===== config.mk =====
export PLATFORM = sky130hd
export DESIGN_NAME = rdq_top
export DESIGN_NICKNAME = d
export VERILOG_FILES = /design/src/inc/rdq_pkg.sv /design/src/design/rdq_top.sv
export SDC_FILE = /design/constraint.sdc
export NUM_CORES = 1
export LEC_CHECK = 0
export BUFFER_PORTS_ARGS = -buffer_cell sky130_fd_sc_hd__buf_2
export CAP_MARGIN = 20
export CORE_AREA = 8 8 197 199
export DETAILED_ROUTE_END_ITERATION = 10
export DIE_AREA = 0 0 205 207
export MAX_ROUTING_LAYER = met4
export PLACE_DENSITY = 0.82
export SLEW_MARGIN = 15
export SYNTH_ARGS = -nofsm -noshare
export SYNTH_HDL_FRONTEND = slang
export SYNTH_SLANG_ARGS = --single-unit

===== constraint.sdc =====
create_clock -name CLK -period 5.4 [get_ports CLK]
set_input_delay 1.08 -clock CLK [delete_from_list [all_inputs] [get_ports CLK]]
set_output_delay 1.08 -clock CLK [all_outputs]
set_load 0.05 [all_outputs]

===== src/inc/rdq_pkg.sv =====
/*
  Constants, types and states of the receive descriptor queue.
  Assumes one clock domain and a 32-bit classic Wishbone slave port.
*/
// Overview of operation
// - Low pointer write pushes address, bumps count
// - Only the low pointer write queues anything
// - Fragments may start at any byte address
// - Post-receive header written back after packet
// - Fragment space exhausted: truncate, no error
// - Length field reached first: flag overflow
// - Length field at most 64 Kbytes
// - Descriptor size is 8 plus 16 per fragment
// - Request bit forces interrupt despite mask
// - Forced interrupt once, mask left untouched
// - Fragment entries follow header, read in order
// - Fragment length caps bytes written there
`default_nettype none
package rdq_pkg;
  localparam logic [7:0] REG_PTR_LO = 8'h00;
  localparam logic [7:0] REG_PTR_HI = 8'h04;
  localparam logic [7:0] REG_STATUS = 8'h08;
  localparam logic [7:0] REG_CLEAR = 8'h0C;
  localparam logic [7:0] REG_ENABLE = 8'h10;
  localparam logic [7:0] REG_QUEUE = 8'h14;
  localparam int ST_DONE = 0;
  localparam int ST_FORCED = 1;
  localparam int ST_OVF = 2;
  localparam int ST_QOVR = 3;
  localparam logic [3:0] ST_RESET = 4'h0;
  localparam logic [3:0] EN_RESET = 4'h0;
  localparam int IRQ_REQ_BIT = 31;
  localparam int FCNT_HI = 20;
  localparam int FCNT_LO = 16;
  localparam int LEN_HI = 15;
  localparam int POST_OVF_BIT = 27;
  localparam logic [31:0] HDR_BYTES = 32'h8;
  localparam logic [31:0] FRAG_LEN_OFS = 32'h8;
  localparam logic [16:0] LEN_MAX = 17'h10000;
  localparam int FIFO_DEPTH = 8;
  typedef struct packed {
    logic irq_req;
    logic [4:0] frag_count;
    logic [15:0] pkt_len;
  } rdq_hdr_s;
  typedef struct packed {
    logic req;
    logic we;
    logic [31:0] addr;
    logic [31:0] wdata;
    logic [3:0] be;
  } rdq_mem_s;
  typedef enum logic [3:0] {
    S_IDLE, S_HDR, S_CHK, S_FADDR, S_FLEN, S_GET, S_PUT, S_DRAIN, S_WB, S_POST
  } rdq_state_e;
endpackage
`default_nettype wire


===== src/design/rdq_top.sv =====
/*
  Receive descriptor queue: pointer FIFO, descriptor fetch, byte scatter,
  post-receive header write-back and interrupt status.
  Assumes a same-clock memory master handshake and a same-clock byte stream.
*/
`timescale 1ns/1ns
`default_nettype none
module rdq_top #(
  parameter int DEPTH = rdq_pkg::FIFO_DEPTH
) (
  // Clock and reset
  input wire logic CLK,
  input wire logic SRST,
  // Wishbone slave
  input wire logic WB_CYC,
  input wire logic WB_STB,
  input wire logic WB_WE,
  input wire logic [7:0] WB_ADR,
  input wire logic [3:0] WB_SEL,
  input wire logic [31:0] WB_DAT_I,
  output logic [31:0] WB_DAT_O,
  output logic WB_ACK,
  // Host memory master
  output logic M_REQ,
  output logic M_WE,
  output logic [31:0] M_ADDR,
  output logic [31:0] M_WDATA,
  output logic [3:0] M_BE,
  input wire logic [31:0] M_RDATA,
  input wire logic M_ACK,
  // Received byte stream
  input wire logic RX_VALID,
  input wire logic [7:0] RX_DATA,
  input wire logic RX_LAST,
  output logic RX_READY,
  // Interrupt
  output logic IRQ
);
  localparam int AW = $clog2(DEPTH);
  localparam int CW = AW + 1;

  function automatic rdq_pkg::rdq_mem_s mreq(input logic we, input logic [31:0] a,
                                             input logic [31:0] d, input logic [3:0] be);
    mreq = {1'b1, we, a, d, be};
  endfunction

  // Bus slave
  logic ack_reg, ack_next;
  logic [31:0] rdat_reg, rdat_next;
  logic wb_hit, wr_lo, wr_hi, wr_clr, wr_en;
  logic [AW-1:0] wp_reg, wp_next, rp_reg, rp_next;
  logic [CW-1:0] cnt_reg, cnt_next;
  logic [31:0] fifo_mem [DEPTH];
  logic push, pop, full;
  logic [3:0] st_reg, st_next, en_reg, en_next, st_set, st_clr;
  logic irq_reg, irq_next;
  logic done_evt, forced_evt, ovf_evt;
  rdq_pkg::rdq_state_e state_reg, state_next;

  assign wb_hit = WB_CYC & WB_STB & ~ack_reg;
  assign wr_lo = wb_hit & WB_WE & (WB_ADR == rdq_pkg::REG_PTR_LO);
  assign wr_hi = wb_hit & WB_WE & (WB_ADR == rdq_pkg::REG_PTR_HI);
  assign wr_clr = wb_hit & WB_WE & (WB_ADR == rdq_pkg::REG_CLEAR);
  assign wr_en = wb_hit & WB_WE & (WB_ADR == rdq_pkg::REG_ENABLE) & WB_SEL[0];
  assign full = cnt_reg == CW'(DEPTH);
  assign push = wr_lo & ~full;

  always_comb begin
    ack_next = wb_hit;
    rdat_next = 32'h0;
    if (wb_hit && !WB_WE) begin
      case (WB_ADR)
        rdq_pkg::REG_STATUS: rdat_next = {28'h0, st_reg};
        rdq_pkg::REG_ENABLE: rdat_next = {28'h0, en_reg};
        rdq_pkg::REG_QUEUE: rdat_next = {state_reg != rdq_pkg::S_IDLE, 31'(cnt_reg)};
        default: rdat_next = 32'h0;
      endcase
    end
  end

  always_ff @(posedge CLK) begin
    if (SRST) begin
      ack_reg <= 1'b0;
      rdat_reg <= 32'h0;
    end else begin
      ack_reg <= ack_next;
      rdat_reg <= rdat_next;
    end
  end

  // Pointer FIFO; the high half of the pointer is accepted and dropped
  always_comb begin
    wp_next = wp_reg + AW'(push);
    rp_next = rp_reg + AW'(pop);
    cnt_next = cnt_reg + CW'(push) - CW'(pop);
  end

  always_ff @(posedge CLK) begin
    if (SRST) begin
      wp_reg <= '0;
      rp_reg <= '0;
      cnt_reg <= '0;
    end else begin
      wp_reg <= wp_next;
      rp_reg <= rp_next;
      cnt_reg <= cnt_next;
    end
  end

  always_ff @(posedge CLK) begin
    if (push) begin
      fifo_mem[wp_reg] <= {WB_DAT_I[31:3], 3'h0};
    end
  end

  // Interrupt status; a set in the clearing cycle wins
  always_comb begin
    st_set = 4'h0;
    st_set[rdq_pkg::ST_DONE] = done_evt;
    st_set[rdq_pkg::ST_FORCED] = forced_evt;
    st_set[rdq_pkg::ST_OVF] = ovf_evt;
    st_set[rdq_pkg::ST_QOVR] = wr_lo & full;
    st_clr = wr_clr ? WB_DAT_I[3:0] : 4'h0;
    st_next = (st_reg & ~st_clr) | st_set;
    en_next = wr_en ? WB_DAT_I[3:0] : en_reg;
    // Forced bit bypasses the enable register
    irq_next = (|(st_next & en_next)) | st_next[rdq_pkg::ST_FORCED];
  end

  always_ff @(posedge CLK) begin
    if (SRST) begin
      st_reg <= rdq_pkg::ST_RESET;
      en_reg <= rdq_pkg::EN_RESET;
      irq_reg <= 1'b0;
    end else begin
      st_reg <= st_next;
      en_reg <= en_next;
      irq_reg <= irq_next;
    end
  end

  // Descriptor engine
  rdq_pkg::rdq_hdr_s hdr_reg, hdr_next;
  rdq_pkg::rdq_mem_s mem_reg, mem_next;
  logic [31:0] base_reg, base_next, faddr_reg, faddr_next, ent;
  logic [15:0] fleft_reg, fleft_next;
  logic [16:0] wr_cnt_reg, wr_cnt_next, limit;
  logic [4:0] idx_reg, idx_next;
  logic eop_reg, eop_next, by_len_reg, by_len_next, ovf_reg, ovf_next;
  logic rdy_reg, rdy_next;
  logic [31:0] post_word;

  // Zero length field means the full 64 Kbytes
  assign limit = (hdr_reg.pkt_len == 16'h0) ? rdq_pkg::LEN_MAX
                                            : {1'b0, hdr_reg.pkt_len};
  assign ent = base_reg + rdq_pkg::HDR_BYTES + {23'h0, idx_reg, 4'h0};
  always_comb begin
    post_word = 32'h0;
    post_word[rdq_pkg::LEN_HI:0] = wr_cnt_reg[15:0];
    post_word[rdq_pkg::FCNT_HI:rdq_pkg::FCNT_LO] = hdr_reg.frag_count;
    post_word[rdq_pkg::POST_OVF_BIT] = ovf_reg;
  end

  always_comb begin
    state_next = state_reg;
    hdr_next = hdr_reg;
    base_next = base_reg;
    faddr_next = faddr_reg;
    fleft_next = fleft_reg;
    wr_cnt_next = wr_cnt_reg;
    idx_next = idx_reg;
    eop_next = eop_reg;
    by_len_next = by_len_reg;
    ovf_next = ovf_reg;
    mem_next = mem_reg;
    if (M_ACK) begin
      mem_next.req = 1'b0;
    end
    pop = 1'b0;
    done_evt = 1'b0;
    forced_evt = 1'b0;
    ovf_evt = 1'b0;
    case (state_reg)
      rdq_pkg::S_IDLE: begin
        if (cnt_reg != '0) begin
          pop = 1'b1;
          base_next = fifo_mem[rp_reg];
          mem_next = mreq(1'b0, fifo_mem[rp_reg], 32'h0, 4'hF);
          state_next = rdq_pkg::S_HDR;
        end
      end
      rdq_pkg::S_HDR: begin
        if (M_ACK) begin
          hdr_next = {M_RDATA[rdq_pkg::IRQ_REQ_BIT],
                      M_RDATA[rdq_pkg::FCNT_HI:rdq_pkg::FCNT_LO],
                      M_RDATA[rdq_pkg::LEN_HI:0]};
          idx_next = 5'h0;
          fleft_next = 16'h0;
          wr_cnt_next = 17'h0;
          by_len_next = 1'b0;
          ovf_next = 1'b0;
          state_next = rdq_pkg::S_CHK;
        end
      end
      rdq_pkg::S_CHK: begin
        if (fleft_reg == 16'h0) begin
          if (idx_reg != hdr_reg.frag_count) begin
            mem_next = mreq(1'b0, ent, 32'h0, 4'hF);
            state_next = rdq_pkg::S_FADDR;
          end else begin
            state_next = rdq_pkg::S_DRAIN;
          end
        end else if (wr_cnt_reg == limit) begin
          by_len_next = 1'b1;
          state_next = rdq_pkg::S_DRAIN;
        end else begin
          state_next = rdq_pkg::S_GET;
        end
      end
      rdq_pkg::S_FADDR: begin
        if (M_ACK) begin
          faddr_next = M_RDATA;
          mem_next = mreq(1'b0, ent + rdq_pkg::FRAG_LEN_OFS, 32'h0, 4'hF);
          state_next = rdq_pkg::S_FLEN;
        end
      end
      rdq_pkg::S_FLEN: begin
        if (M_ACK) begin
          fleft_next = M_RDATA[15:0];
          idx_next = idx_reg + 5'h1;
          state_next = rdq_pkg::S_CHK;
        end
      end
      rdq_pkg::S_GET: begin
        if (RX_VALID && rdy_reg) begin
          mem_next = mreq(1'b1, {faddr_reg[31:2], 2'h0}, {4{RX_DATA}},
                          4'h1 << faddr_reg[1:0]);
          eop_next = RX_LAST;
          state_next = rdq_pkg::S_PUT;
        end
      end
      rdq_pkg::S_PUT: begin
        if (M_ACK) begin
          wr_cnt_next = wr_cnt_reg + 17'h1;
          fleft_next = fleft_reg - 16'h1;
          faddr_next = faddr_reg + 32'h1;
          state_next = eop_reg ? rdq_pkg::S_WB : rdq_pkg::S_CHK;
        end
      end
      rdq_pkg::S_DRAIN: begin
        if (RX_VALID && rdy_reg) begin
          if (by_len_reg) begin
            ovf_next = 1'b1;
          end
          if (RX_LAST) begin
            state_next = rdq_pkg::S_WB;
          end
        end
      end
      rdq_pkg::S_WB: begin
        mem_next = mreq(1'b1, base_reg, post_word, 4'hF);
        state_next = rdq_pkg::S_POST;
      end
      rdq_pkg::S_POST: begin
        if (M_ACK) begin
          done_evt = 1'b1;
          forced_evt = hdr_reg.irq_req;
          ovf_evt = ovf_reg;
          state_next = rdq_pkg::S_IDLE;
        end
      end
      default: state_next = rdq_pkg::S_IDLE;
    endcase
    rdy_next = (state_next == rdq_pkg::S_GET) || (state_next == rdq_pkg::S_DRAIN);
  end

  always_ff @(posedge CLK) begin
    if (SRST) begin
      state_reg <= rdq_pkg::S_IDLE;
      hdr_reg <= '0;
      base_reg <= 32'h0;
      faddr_reg <= 32'h0;
      fleft_reg <= 16'h0;
      wr_cnt_reg <= 17'h0;
      idx_reg <= 5'h0;
      eop_reg <= 1'b0;
      by_len_reg <= 1'b0;
      ovf_reg <= 1'b0;
      mem_reg <= '0;
      rdy_reg <= 1'b0;
    end else begin
      state_reg <= state_next;
      hdr_reg <= hdr_next;
      base_reg <= base_next;
      faddr_reg <= faddr_next;
      fleft_reg <= fleft_next;
      wr_cnt_reg <= wr_cnt_next;
      idx_reg <= idx_next;
      eop_reg <= eop_next;
      by_len_reg <= by_len_next;
      ovf_reg <= ovf_next;
      mem_reg <= mem_next;
      rdy_reg <= rdy_next;
    end
  end

  assign WB_ACK = ack_reg;
  assign WB_DAT_O = rdat_reg;
  assign M_REQ = mem_reg.req;
  assign M_WE = mem_reg.we;
  assign M_ADDR = mem_reg.addr;
  assign M_WDATA = mem_reg.wdata;
  assign M_BE = mem_reg.be;
  assign RX_READY = rdy_reg;
  assign IRQ = irq_reg;
endmodule
`default_nettype wire


# Word level (Yosys, flattened, before mapping)
# Memory sizes are Yosys's and may differ from the RTL's. A register that Yosys moved wholly into a read port is not among the register bits.
# Cells that the tools add are included.
# totals
ramBits	232
latchBits	0
n_memories	1
out_inout_bits	105
regBits	254
mem_bits_ro	0
# classes
n_eq_ne	30
bitwise_logic	17
n_addsub	11
n_reduce_logical	30
mux	55
div	0
shifts	1
n_lt_le_gt_ge	0
multipliers	0
# mem_list
memory	words	width	read_ports	rd_clocked_by_memory_dff	wr	line_no	text
fifo_mem	8	29	1	1	1	rdq_top.sv:53	logic [31:0] fifo_mem [DEPTH];
# op_table
op	n
$mux 70	5
$pmux 70 s5	1
$pmux 32 s3	1
$add 32x4->32 const B	2
$mux 32	2
$pmux 32 s2	1
$mux 17	3
$mux 16	3
$mux 4	12
$pmux 16 s3	1
$pmux 4 s9	1
$pmux 17 s2	1
$add 32x1->32 const B	1
$add 32x9->32	1
$logic_not 16->1	2
$eq 4x3->1 const B	6
$ne 2x2->1 const B	12
$add 17x1->17 const B	1
$eq 17x17->1	1
$eq 8x4->1 const B	2
$eq 8x5->1 const B	2
$mux 1	16
$sub 16x1->16 const B	1
$eq 4x4->1 const B	3
34 further kinds	63

# Depth between registers and ports, before layout
# logic_depth
depth_word	11
depth_mapped	13
ltp_nobuf	12

# Worst setup path before layout
# OpenSTA, ideal clock, no wires.
# synth_timing
path_type	in2reg
startpoint	input WB_STB
endpoint	memory fifo_mem[0][0] (netlist bit) (enable)
t_arrival_ns	3.906
path_slack_ns	1.043
path_buffers	0
cell_stages	7
required_time_ns	4.949
setup_ns	0.451
cell_sequence	nand3b_1 > nor3b_1 > nand3b_1 > nand2b_1 > inv_1 > nand2b_1 > nor3_1
# synth_via
elab_chain_cells	7
# synth_lines
element	line_no	text
start: declaration	rdq_top.sv:16	input wire logic WB_STB,
$and 1x1->1 (2 in series)	rdq_top.sv:60	assign wb_hit = WB_CYC & WB_STB & ~ack_reg;
$and 1x1->1 (2 in series)	rdq_top.sv:61	assign wr_lo = wb_hit & WB_WE & (WB_ADR == rdq_pkg::REG_PTR_LO);
$and 1x1->1	rdq_top.sv:66	assign push = wr_lo & ~full;
$mux 1	rdq_top.sv:111	if (push) begin
$mux 1 (implied by the code)	rdq_top.sv:112	fifo_mem[wp_reg] <= {WB_DAT_I[31:3], 3'h0};
end: declaration	rdq_top.sv:53	
# No other way between the ends.

# Final worst setup path
# layout_timing
startpoint	register base_reg[3], read port of fifo_mem
endpoint	register mem_reg (netlist bit M_ADDR[26])
# layout_via
elab_chain_cells	5
elab_cells_between_ends	7
cone_classes	3 x add/sub; 4 x mux
# layout_lines
element	line_no	text
start: declaration	rdq_top.sv:145	logic [31:0] base_reg, base_next, faddr_reg, faddr_next, ent;
$add 32x4->32 *	rdq_top.sv:156	assign ent = base_reg + rdq_pkg::HDR_BYTES + {23'h0, idx_reg, 4'h0};
$add 32x9->32 *	rdq_top.sv:156	
$add 32x4->32 or $mux 70 (tied branches)	rdq_top.sv:223, rdq_top.sv:207	
$mux 70 (on tied branches)	rdq_top.sv:221, rdq_top.sv:206	
$pmux 70 s5 *	rdq_top.sv:183	case (state_reg)
end signal: assignment	rdq_top.sv:302	mem_reg <= mem_next;
end: declaration	rdq_top.sv:144	rdq_pkg::rdq_mem_s mem_reg, mem_next;
# Every way passes the cells marked *; elsewhere a longest branch is shown, timed or not. The select of a mux whose other input is x is not followed.
# A chain may end at the register's enable or synchronous reset.

==> results.toml <==
[run_status]
run_status = "completed"

[clock_network]
postCtsHoldBufs = 0
cts-resized-gates = 0
cts_tree = "built"
clk_latency_ns = 0.61
cts.sink_count = 451
cts_root_buffer = "sky130_fd_sc_hd__clkbuf_16"
clock_tree.htree_level_count = 2
cts.path.max_buffers = 3
post_cts_buffers = 0
cts_made_buffers = 46
clkTransAtPathRegs_ns = 0.06

[detailed_routing]
dr_total_vias = 16300
routed_wire_length_per_instance_um = 22.6
detail_route.drc_violations = 0
firstDrtPassIters = 8
sum_of_routed_wire_length_over_all_layers_mm = 57.9
detail_route.vias_per_cell = 6.37
ant_nets = 0
drt_iter0_markers = 1951

[global_route]
vias_in_the_first_global_route = 15800
grt_overflow_total = 0
number_of_antenna_violations_at_the_first_check_in_global_routing = 7
grt.total_usage_pct = 27.6
wire_length_of_the_first_global_routing_pass_mm = 89.9
grt_max_degree = 111

[power_and_ir_drop]
totalPowerFinal_mw = 10.8
pwr-share-seq_pct = 40.9
swShare_pct = 36.8
p_leak_nw = 8.28
p_int_mw = 6.83
switching_component_of_the_power_mw = 3.98
p_comb_share_pct = 29.9
irDropWorstVdd_v = 0.000367
power-per-cell-area_nw_per_um2 = 458
p_clk_share_pct = 29.3

[synth]
synthesis.area_um2 = 21000
ys_seq_elements = 451
syn_inst = 1939
number_of_flops_mapped_to_enable_cells_by_yosys = 232
synth.largest_area_cell = "sky130_fd_sc_hd__edfxtp_1"
dominantRegCellSynth = "sky130_fd_sc_hd__edfxtp_1"
post_synthesis_async_set_or_reset_flop_share_pct = 0
netlist-cell-type-count = 76
synth.area.top_cells = "sky130_fd_sc_hd__edfxtp_1 33%, sky130_fd_sc_hd__dfxtp_1 21%, sky130_fd_sc_hd__mux4_2 6.2%, sky130_fd_sc_hd__nor2_1 3.7%, sky130_fd_sc_hd__nand2_1 3.6%"
postSynthAreaPerCell_um2 = 10.8
synth_top_cells_by_count = "232 x sky130_fd_sc_hd__edfxtp_1, 219 x sky130_fd_sc_hd__dfxtp_1, 207 x sky130_fd_sc_hd__nor2_1, 203 x sky130_fd_sc_hd__nand2_1, 146 x sky130_fd_sc_hd__a21oi_1"
synth.most_common_cell = "sky130_fd_sc_hd__edfxtp_1"
netlist.area_leader.share_pct = 33.1
synth_seq_area_share_pct = 54.0
yosys_warnings = 0

[timing]
final_hold_viol_count = 0
rsz_0062_raised_after_global_routing = "no"
setup-violations-final = 0
tns_ns = 0
timing.final.crit_period_ns = 3.94
fin_crit_sh_pct = 72.9
max_slew_headroom_pct = 28.7
timing.fmax_ghz = 0.254
layout_setup_ws_ns = 1.46
max_slew.worst_pin.slew_ns = 1.07
finalClockSkew_ns = 0.0368
timing.final.max_slew_violations = 0

[final_layout]
finalNetCount = 2166
largest_register_ff_count = 232
layout-drive-gt1-share_pct = 17.4
syn2layout_area_growth_pct = 12.3

[setup_path]
setup.worst_path.start_class = "register"
crit_arrival_ns = 4.37
timing.critical_path.to_type = "register"
timing.critical_path.cells = "inv_1, fa_1, nand2b_1, a21oi_1, o21ai_0, a311o_1, a2111oi_4, nand4_4, or3_1, a31oi_1, a221oi_1"
path_class = "register to register"
worst_ep_required_time_ns = 5.83
critical_path.slowest_cell = "sky130_fd_sc_hd__a2111oi_4"
worstPathMaxFanout = 8
slowest_delay_ns = 0.63

[place]
routabilityCongestion = 0.955
buffer_ports.inserted = 164
dp_hpwl_mm = 38.2
post-place-ws_ns = 1.55

[floorplan]
floorplan.die.width_um = 205
core_region_area_um2 = 35900
dieHeight_um = 207
placement_rows = 70
floorplan.initialDensity_pct = 58.6
design.portCount = 197
die-area_um2 = 42400

[job]
max_cap_viol_count = 0

[min_path]
hold_path.class = "register to register"
-- logic make-up (layout without fill, tap and decap cells) --
family                     count (synthesis)  in the layout  share of synthesized area [%]
buffers and inverters                    195            314                           4.27
DFF                                      451            451                           54.0
muxes                                    111            111                           8.84
AOI/OAI and AO/OA                        423            423                           13.4
adders and majority gates                 26             26                           1.61
other                                      1             36                         0.0178
xor gates and xnor gates                  84             84                           3.50
and+or+nand+nor                          648            648                           14.4
-- worst max-delay path: cells and delay by family (launching register included) --
| family | cells | cell delay [ns] |
|---|---|---|
| and+or+nand+nor | 3 | 0.84 |
| DFF | 1 | 0.43 |
| buffers and inverters | 1 | 0.15 |
| adders and majority gates | 1 | 0.47 |
| AOI/OAI and AO/OA | 6 | 1.87 |
-- final cells by class --
type                       instances  area, um2
fill                            2651      12300
antenna                            7       17.5
clock buffer                      63       1250
tap                              468        586
inverter                          35        131
multi-input combinational       1321       8930
timing repair buffer             194       1090
sequential                       451      11400
clock inverter                    22        255
-- placed cells by master, fill, tap and decap left out, drive strengths merged, types with 38 or more instances in the layout --
cell and instances:
o21ai 64, xnor2 44, nor2 207, a22oi 38, dfxtp 219, mux4 58
clkbuf 63, a221oi 41, a21oi 146, xor2 40, nand3 59, nand2 203
buf 194, edfxtp 232
-- layer usage --
metal | part of all wire (%) | vias up | track usage [%]
li1 | - | 7400 | -
met1 | 38 | 7869 | 34.9
met2 | 48 | 911 | 42.7
met3 | 11 | 141 | 6.20
met4 | 3.6 | 0 | 10.8
met5 | 0 | - | -
-- through the flow --
stage	instances	area [um2]	util [%]	hold WS, ns
6_report	2561	23600	65.8	0.469
5_1_grt	2561	23600	65.8	0.507
4_1_cts	2553	23600	65.7	0.470
3_5_place_dp	2468	22100	61.4	0.461
3_3_place_gp	2467	22100	61.4	0.457
2_1_floorplan	1967	21100	-	0.436
-- power groups by stage --
stage                     logic (mW)  clock network, mW  registers (mW)
after floorplan                 2.26                  0            4.54
after global placement          3.04                  0            4.47
after detailed placement        3.14                  0            4.48
after CTS                       3.18               3.19            4.41
after global routing            3.49               3.34            4.48
final                           3.23               3.16            4.42
-- path summary, 6_finish.rpt --
check                                 start          to  slack, ns  depth (start not counted)
worst max-delay path            base_reg[3]  M_ADDR[26]       1.46                         11
worst min-delay path             M_ADDR[26]  M_ADDR[26]       0.47                          2
worst max register to register  base_reg[3]  M_ADDR[26]       1.46                         11
worst min register to register   M_ADDR[26]  M_ADDR[26]       0.47                          2
Note: power is estimated with default switching activity, not from simulation.
